`src/verilog/ccu_consts.vh`:
```
`ifndef CCU_CONSTS_VH
`define CCU_CONSTS_VH
// Register indices as printed; byte address is four times the index
`define CCU_IDX_VALUE_LOW   8'h15
`define CCU_IDX_VALUE_HIGH  8'h16
`define CCU_IDX_CONTROL     8'h17
`define CCU_IDX_FLAGS       8'h18
`define CCU_ADDR_VALUE_LOW  12'h054
`define CCU_ADDR_VALUE_HIGH 12'h058
`define CCU_ADDR_CONTROL    12'h05C
`define CCU_ADDR_FLAGS      12'h060
`define CCU_CONTROL_RESET   6'h00
// Control fields
`define CCU_MODE_MSB        3
`define CCU_DUTY_LSB_ONE    5
`define CCU_DUTY_LSB_ZERO   4
// Flag register bit positions
`define CCU_FLAG_EVENT_BIT  2
`define CCU_FLAG_OVF_BIT    0
// Mode codes
`define CCU_MODE_OFF        4'h0
`define CCU_MODE_CAP_FALL   4'h4
`define CCU_MODE_CAP_RISE   4'h5
`define CCU_MODE_CAP_RISE4  4'h6
`define CCU_MODE_CAP_RISE16 4'h7
`define CCU_MODE_CMP_SET    4'h8
`define CCU_MODE_CMP_CLR    4'h9
`define CCU_MODE_CMP_SOFT   4'hA
`define CCU_MODE_CMP_TRIG   4'hB
// Prescaler terminal counts
`define CCU_PRESC_DIV4_LAST  4'h3
`define CCU_PRESC_DIV16_LAST 4'hF
`endif

```
`src/verilog/ccu_top.v`:
```
// Operation
// - mode zero clears compare latch and prescaler
// - 0100 falling, 0101 rising edge capture
// - 0110 every fourth, 0111 sixteenth rise
// - 1000 pin high, 1001 pin low, flag
// - 1010 flag only, pin unchanged
// - 1011 flag, timer reset, conversion start
// - 11xx is PWM; duty LSBs bits 5:4
// - capture copies 16-bit timer count
// - capture sets event flag until cleared
// - new capture overwrites unread value
// - port write on output pin captures
// - mode change may set flag falsely
// - prescaler cleared when off or non-capture
// - prescale mode change keeps prescaler count
// - compare on match entry only, action and flag
// - control zero forces compare latch low
// - trigger clears both timer count bytes
// - trigger reset never sets overflow flag
// - timer write beats trigger reset
`timescale 1ns/1ps
`include "ccu_consts.vh"
module ccu_top (
  // Clock and reset
  input  wire        I_CLK,
  input  wire        I_RESETN,
  // APB slave
  input  wire        I_PSEL,
  input  wire        I_PENABLE,
  input  wire        I_PWRITE,
  input  wire [11:0] I_PADDR,
  input  wire [31:0] I_PWDATA,
  output wire        O_PREADY,
  output reg  [31:0] O_PRDATA,
  output wire        O_PSLVERR,
  // Timer one interface
  input  wire [15:0] I_TIMER_COUNT,
  input  wire        I_TIMER_WRITE,
  input  wire        I_AD_ENABLE,
  output reg         O_TIMER_RESET,
  output reg         O_AD_START,
  // Unit pin
  input  wire        I_UNIT_PIN,
  input  wire        I_PORT_C_DIRECTION,
  input  wire        I_PORT_DATA,
  output reg         O_COMPARE_LATCH,
  output wire        O_UNIT_PIN,
  output wire        O_UNIT_PIN_OE,
  // Status
  output wire        O_EVENT_FLAG,
  output wire [1:0]  O_DUTY_LSB,
  output wire        O_PWM_MODE
);

  reg         rst_meta;
  reg         rst_n;
  reg  [7:0]  value_low;
  reg  [7:0]  value_high;
  reg  [5:0]  control;
  reg         event_flag;
  reg         pin_meta;
  reg         pin_sync;
  reg         pin_prev;
  reg  [3:0]  presc;
  reg         capture_event;
  reg         compare_hit;
  reg         next_latch;
  wire [3:0]  mode_select;
  wire        is_capture;
  wire        is_compare;
  wire        pin_level;
  wire        rise;
  wire        fall;
  wire        match;
  wire        wr_en;
  wire        rd_en;

  function sel;
    input [11:0] addr;
    input [11:0] want;
    begin
      sel = (addr == want);
    end
  endfunction

  // Reset release through two flops
  always @(posedge I_CLK or negedge I_RESETN) begin
    if (!I_RESETN) begin
      rst_meta <= 1'b0;
      rst_n    <= 1'b0;
    end else begin
      rst_meta <= 1'b1;
      rst_n    <= rst_meta;
    end
  end

  assign mode_select = control[`CCU_MODE_MSB:0];
  assign is_capture  = (mode_select[3:2] == 2'b01);
  assign is_compare  = (mode_select[3:2] == 2'b10);
  assign O_PWM_MODE  = (mode_select[3:2] == 2'b11);
  assign O_DUTY_LSB  = {control[`CCU_DUTY_LSB_ONE], control[`CCU_DUTY_LSB_ZERO]};
  assign O_EVENT_FLAG = event_flag;

  // APB: zero wait states, unmapped reads zero, no error
  assign O_PREADY  = 1'b1;
  assign O_PSLVERR = 1'b0;
  assign wr_en = I_PSEL & I_PENABLE & I_PWRITE;
  assign rd_en = I_PSEL & ~I_PWRITE;

  // Pin seen through the port output when the pin drives
  assign pin_level = I_PORT_C_DIRECTION ? I_UNIT_PIN : I_PORT_DATA;
  assign O_UNIT_PIN    = O_PWM_MODE ? 1'b0 : O_COMPARE_LATCH;
  assign O_UNIT_PIN_OE = ~I_PORT_C_DIRECTION & (is_compare | O_PWM_MODE);

  // Synchronizer and edge detect
  always @(posedge I_CLK or negedge rst_n) begin
    if (!rst_n) begin
      pin_meta <= 1'b0;
      pin_sync <= 1'b0;
      pin_prev <= 1'b0;
    end else begin
      pin_meta <= pin_level;
      pin_sync <= pin_meta;
      pin_prev <= pin_sync;
    end
  end
  assign rise = pin_sync & ~pin_prev;
  assign fall = ~pin_sync & pin_prev;

  // Capture event decode with prescaler
  always @* begin
    capture_event = 1'b0;
    case (mode_select)
      `CCU_MODE_CAP_FALL:   capture_event = fall;
      `CCU_MODE_CAP_RISE:   capture_event = rise;
      `CCU_MODE_CAP_RISE4:  capture_event = rise & (presc[1:0] == `CCU_PRESC_DIV4_LAST);
      `CCU_MODE_CAP_RISE16: capture_event = rise & (presc == `CCU_PRESC_DIV16_LAST);
      default:              capture_event = 1'b0;
    endcase
  end

  // Counter kept across prescale switches, cleared only outside capture
  always @(posedge I_CLK or negedge rst_n) begin
    if (!rst_n) begin
      presc <= 4'h0;
    end else if (!is_capture) begin
      presc <= 4'h0;
    end else if (rise) begin
      presc <= presc + 4'h1;
    end
  end

  assign match = is_compare & ({value_high, value_low} == I_TIMER_COUNT);

  // Compare fires once per match entry
  reg match_prev;
  always @(posedge I_CLK or negedge rst_n) begin
    if (!rst_n) begin
      match_prev <= 1'b0;
    end else begin
      match_prev <= match;
    end
  end
  always @* begin
    compare_hit = match & ~match_prev;
  end

  // Compare output latch
  always @* begin
    next_latch = O_COMPARE_LATCH;
    if (mode_select == `CCU_MODE_OFF) begin
      next_latch = 1'b0;
    end else if (compare_hit) begin
      case (mode_select)
        `CCU_MODE_CMP_SET: next_latch = 1'b1;
        `CCU_MODE_CMP_CLR: next_latch = 1'b0;
        default:           next_latch = O_COMPARE_LATCH;
      endcase
    end
  end

  always @(posedge I_CLK or negedge rst_n) begin
    if (!rst_n) begin
      O_COMPARE_LATCH <= 1'b0;
      O_TIMER_RESET   <= 1'b0;
      O_AD_START      <= 1'b0;
    end else begin
      O_COMPARE_LATCH <= next_latch;
      // Timer side writes win; the trigger never sets the overflow flag
      O_TIMER_RESET <= compare_hit & (mode_select == `CCU_MODE_CMP_TRIG)
                       & ~I_TIMER_WRITE;
      O_AD_START    <= compare_hit & (mode_select == `CCU_MODE_CMP_TRIG)
                       & I_AD_ENABLE;
    end
  end

  // Registers, capture and event flag
  always @(posedge I_CLK or negedge rst_n) begin
    if (!rst_n) begin
      value_low  <= 8'h00;
      value_high <= 8'h00;
      control    <= `CCU_CONTROL_RESET;
      event_flag <= 1'b0;
    end else begin
      if (wr_en && sel(I_PADDR, `CCU_ADDR_VALUE_LOW)) begin
        value_low <= I_PWDATA[7:0];
      end
      if (wr_en && sel(I_PADDR, `CCU_ADDR_VALUE_HIGH) && !O_PWM_MODE) begin
        value_high <= I_PWDATA[7:0];
      end
      if (wr_en && sel(I_PADDR, `CCU_ADDR_CONTROL)) begin
        control <= I_PWDATA[5:0];
      end
      if (capture_event) begin
        value_low  <= I_TIMER_COUNT[7:0];
        value_high <= I_TIMER_COUNT[15:8];
      end
      // Hardware set beats a software clear in the same cycle
      if (capture_event || compare_hit) begin
        event_flag <= 1'b1;
      end else if (wr_en && sel(I_PADDR, `CCU_ADDR_FLAGS)
                   && !I_PWDATA[`CCU_FLAG_EVENT_BIT]) begin
        event_flag <= 1'b0;
      end
    end
  end

  always @(posedge I_CLK or negedge rst_n) begin
    if (!rst_n) begin
      O_PRDATA <= 32'h00000000;
    end else if (rd_en && !I_PENABLE) begin
      O_PRDATA <= 32'h00000000;
      if (sel(I_PADDR, `CCU_ADDR_VALUE_LOW))  O_PRDATA[7:0] <= value_low;
      if (sel(I_PADDR, `CCU_ADDR_VALUE_HIGH)) O_PRDATA[7:0] <= value_high;
      if (sel(I_PADDR, `CCU_ADDR_CONTROL))    O_PRDATA[5:0] <= control;
      if (sel(I_PADDR, `CCU_ADDR_FLAGS))
        O_PRDATA[`CCU_FLAG_EVENT_BIT] <= event_flag;
    end
  end

endmodule

```
`config.mk`:
```
export PLATFORM = sky130hd
export DESIGN_NAME = ccu_top
export DESIGN_NICKNAME = d
export VERILOG_FILES = /design/src/verilog/ccu_top.v
export VERILOG_INCLUDE_DIRS = /design/src /design/src/verilog
export SDC_FILE = /design/constraint.sdc
export NUM_CORES = 1
export LEC_CHECK = 0
export ABC_AREA = 1
export BUFFER_PORTS_ARGS = -buffer_cell sky130_fd_sc_hd__buf_2
export CAP_MARGIN = 25
export CORE_AREA = 2 2 74 93
export DETAILED_ROUTE_END_ITERATION = 10
export DIE_AREA = 0 0 76 95
export GPL_ROUTABILITY_DRIVEN = 0
export PLACE_DENSITY = 0.74
export SETUP_SLACK_MARGIN = 0.4
export SLEW_MARGIN = 20
export SYNTH_ARGS = -nofsm -noshare
export SYNTH_HDL_FRONTEND = slang
export SYNTH_SLANG_ARGS = --single-unit
```
`constraint.sdc`:
```
create_clock -name I_CLK -period 2.6 [get_ports I_CLK]
set_input_delay 0.26 -clock I_CLK [delete_from_list [all_inputs] [get_ports I_CLK]]
set_output_delay 0.26 -clock I_CLK [all_outputs]
set_load 0.01 [all_outputs]
```
Word level (Yosys, flattened, before mapping). Index checks and enable logic that the tools add are counted.

Equal/unequal tests: 18. Reduce and logical (&&, ||, !) cells: 18. Add/subtract/negate cells: 1. Multiplexer cells: 18. $lt $le $gt $ge: 0. $mul: 0. Div/mod/pow operators: 0. Shift operators: 0. Bitwise operators: 20.

Operator list (count): == test 12 x 7 -> 1 bit, second input constant (4); two-way mux 8 bit (6); == test 16 bit (1); == test 4 x 3 -> 1 bit, second input constant (4); == test 4 bit, second input constant (4); AND 1 bit (13); two-way mux 4 bit (2); nonzero test 2 bit (4); logical AND 1 bit (7); two-way mux 1 bit (7); == test 2 bit, second input constant (3); two-way mux 6 bit (1); NOT 1 bit (6); adder 4 x 1 -> 4 bit, second input constant (1); logical NOT 4 bit (1); case mux 1 bit (4 select lines) (1); logical NOT 1 bit (3); nonzero test 3 bit (1); == test 2 x 1 -> 1 bit, second input constant (1); inequality test 2 x 1 -> 1 bit, second input constant (1); case mux 1 bit (2 select lines) (1); AND reduction 2 bit (1); logical OR 1 bit (1); OR 1 bit (1).

Input bits: 70. Logic and storage cells: 90. Bits in latches: 0. Flip-flop bits (word level): 44. Output and inout bits: 43. Memory bits (read-only): 0. Bits in writable memories: 0. Memories: 0.

Longest topological paths before layout.
Depth in word-level cells: 6. Mapped depth: 11. Gate-level depth less buffers: 11.

Worst setup path before layout. OpenSTA, ideal clock, no wires.

Kind: register to register. From: register presc[1]. To: register value_high[6]. Data required time: 2469 ps. Arrival time: 1320 ps. Buffers on the path: 2. Setup slack: 1149 ps. Stages on the path, launching flop included: 11. Period minus slack after synthesis: 1451 ps. Library setup time: 131 ps. Cells stage by stage: dfrtp_1 > ha_1 > inv_1 > nor2_1 > nand2_1 > nand3_1 > nand2_1 > buf_2 > buf_2 > nand3_1 > o211ai_1.

Cells in the longest elaborated chain, start to end: 4. Elaborated cells on any way between the ends: 7. Classes of those cells: eq/ne: 2; mux: 2; bitwise: 2; reduce/logical: 1.

Ends and longest elaborated chain: start: declaration (RTL line ccu_top.v:64) `reg [3:0] presc;`; start signal: assignment (RTL line ccu_top.v:149) `presc <= presc + 4'h1;`; == test 4 bit (no line) / == test 2 bit (equally long branches); AND 1 bit (on tied branches) (RTL line ccu_top.v:137, ccu_top.v:136); case mux 1 bit (4 select lines) * (RTL line ccu_top.v:133) `case (mode_select)`; two-way mux 8 bit / nonzero test 2 bit (equally long branches); end signal: assignment (RTL line ccu_top.v:209) `value_high <= I_PWDATA[7:0];`; end signal: assignment (RTL line ccu_top.v:216) `value_high <= I_TIMER_COUNT[15:8];`; end: declaration (RTL line ccu_top.v:58) `reg [7:0] value_high;`.

Every way passes the cells marked *; elsewhere a longest branch is shown, timed or not. A chain may end at the register's enable or synchronous reset.

Final worst setup path.
From: register presc[1]. To: register value_high[4].

The elaborated chain is that of the path after synthesis.

==> qor.yml <==
hold_violations: 0
required_ns: 2.78
skew_ns: 0.004127
hp-class: "in2reg"
drt-initial-drc-count: 176
via_count: 2480
clkSinkCount: 44
ant_nets: 0
grt_overflow: 0
antenna_found_initial: 0
nNetsFinal: 505
syn_inst: 367
ir_worst_vdd_v: 0.0003593
cp.arrival_ns: 2.01
path_clk_slew_ns: 0.08
max_freq_ghz: 0.5458
row_count: 33
cts.path.max_buffers: 2
max-slew-margin-rel: 0.6519
routed_via_density: 4.751
yosysSeqAreaShare: 0.3952
portBuffers: 62
drive_gt1_frac: 0.2391
dp_hpwl_um: 4926
path_max_fanout: 26
clk_latency_ns: 0.30
wirelength_um: 6316
power_w: 0.001394
antennaDiodeCount: 0
syn-cell-area_sq_um: 2786
cts_tree: "built"
yosys_warnings: 0
slew_viol_final: 0
period_minus_slack_ns: 1.832
coreArea_sq_um: 6400
leakagePower_nw: 1.809
max_cap_violations: 0
worstSetupPathType: "reg2reg"
ys_ff_latch: 44
r2r_slack_ns: 0.77
die_area_sq_um: 7220
numCtsBuffers: 5
fp.dieH_um: 95
first_global_vias: 2324
rsz0062_at_grt: "false"
setup_viol: 0
wl_per_cell_um: 12.10
io_pins: 113
start_kind: "flip-flop"
nFillCells: 658
ctsRootBufferMaster: "clkbuf_8"
grt_pass1_wl_um: 10220
yosysUniqueCellTypes: 36
start_util: 0.4354
syn_avg_cell_area_sq_um: 7.592
outcome: "finished clean"
endpoint_kind: "flip-flop"
ctsHtreeMaxLevel: 2
grt_max_degree: 43
tightest_slew_ns: 0.5193
drc: 0
finalHoldWorstSlack_ns: 0.1079
area_growth_pct: 16.17
die_w_um: 76
fin_util: 0.5058
post-route-period-util: 0.7046
drt_first_pass_iters: 4
fin_setup_tns_ns: 0
power.density_nw_per_um2: 430.5
track_usage: 0.1786
-- Yosys cell counts --
cell	count	area, sq um
xor2_1	2	17.52
dfrtp_1	44	1101
o22ai_1	2	12.51
nor4_1	1	6.260
nor3_2	4	40.04
nor2_4	2	22.52
nor3_4	1	16.27
a21oi_1	3	15.01
clkbuf_1	1	3.750
nand2_4	1	11.26
buf_4	28	210.2
nand4_1	5	31.28
mux2_4	6	90.09
or2_1	1	6.260
nor3_1	3	15.01
nand3_2	2	20.02
xnor2_1	2	17.52
nand3_1	44	220.2
inv_2	4	15.01
nand2_2	1	6.260
buf_2	4	20.02
conb_1	2	7.510
and3_2	1	7.510
nand2_1	93	349.1
or2_2	1	6.260
nand4_2	2	25.02
mux2_2	1	11.26
nor2_2	2	12.51
clkinv_1	1	3.750
o31ai_1	1	7.510
nor2_1	29	108.9
a31oi_1	1	6.260
ha_1	1	12.51
o21ai_0	3	15.01
inv_1	52	195.2
o211ai_1	16	120.1
-- cells by family (layout without fill, tap and decap cells) --
| group | count (synthesis) | in the layout | synth area share |
|---|---|---|---|
| AOI/OAI and AO/OA | 26 | 26 | 0.06331 |
| xor gates and xnor gates | 4 | 4 | 0.01258 |
| adders and majority gates | 1 | 1 | 0.004490 |
| buffers and inverters | 90 | 133 | 0.1608 |
| DFF | 44 | 44 | 0.3952 |
| muxes | 7 | 7 | 0.03637 |
| other | 2 | 27 | 0.002695 |
| and+or+nand+nor | 193 | 193 | 0.3247 |
-- state kept, by name, summed over array words and instances, names as in the netlist, 4 cells and up --
signal / cells
O_PRDATA: 8
control: 6
presc: 4
value_high: 8
value_low: 8
-- placed cells by master, fill, tap and decap left out, types with 4 or more instances in the layout --
cell / instances
nand3_1: 44
nand2_1: 92
conb_1: 27
buf_4: 4
nor2_1: 29
nand4_1: 5
buf_2: 62
o211ai_1: 16
dfrtp_1: 43
clkbuf_8: 5
inv_2: 4
mux2_4: 6
nor3_2: 4
inv_1: 52
-- per-layer routing --
metal  vias up  part of all wire  global-route usage
met5         -                 0                   0
met4         0             0.020             0.06364
met3        11             0.046             0.03250
met2        73              0.52              0.3341
met1      1152              0.42              0.2057
li1       1244                 -                   -
-- metrics by stage --
stage                     cells  setup slack, ns  instance area, sq um
after floorplan             392            1.149                  2880
after global placement      512           0.5653                  3097
after detailed placement    512           0.4970                  3097
after CTS                   521           0.4836                  3214
after global routing        522           0.5685                  3237
final                       522           0.7679                  3237
-- cell type report --
| type | instances | area (sq um) | share of cell area |
|---|---|---|---|
| clock buffers | 6 | 72.57 | 0.02242 |
| clock inverters | 2 | 35.03 | 0.01082 |
| inverters | 57 | 214.0 | 0.06610 |
| multi-input cells | 258 | 1334 | 0.4121 |
| flip-flops and latches | 44 | 1102 | 0.3406 |
| well taps | 87 | 108.9 | 0.03363 |
| repair buffers | 68 | 370.4 | 0.1144 |
-- critical path, stage by stage, from the launching register on --
cell	delay, ns
dfrtp_1	0.40
ha_1	0.16
inv_1	0.04
nor2_1	0.17
nand2_1	0.07
nand3_1	0.08
nand2_2	0.28
buf_4	0.31
nand3_1	0.10
o211ai_1	0.10
-- path summary, 6_finish.rpt --
kind                               start            end  cells past startpoint
min reg2reg                        rst_n   value_low[7]                      0
max                             presc[1]  value_high[4]                      9
max in group asynchronous          rst_n     control[2]                      1
min in group asynchronous          rst_n   value_low[7]                      0
max reg2reg                     presc[1]  value_high[4]                      9
min                        I_TIMER_WRITE  O_TIMER_RESET                      2
-- what timing repair did --
item,in CTS,in global routing
gates resized for setup,0,1
setup buffers,0,0
setup endpoints to repair,0,10
hold buffers,1,0
endpoints found under the hold margin,2,0
-- power breakdown --
part | switching [W] | total, W | internal [W]
Combinational | 0.0000989 | 0.000158 | 0.0000587
Sequential | 0.0000149 | 0.000715 | 0.000700
Clock | 0.000236 | 0.000521 | 0.000285
Note: power is estimated with default switching activity, not from simulation.
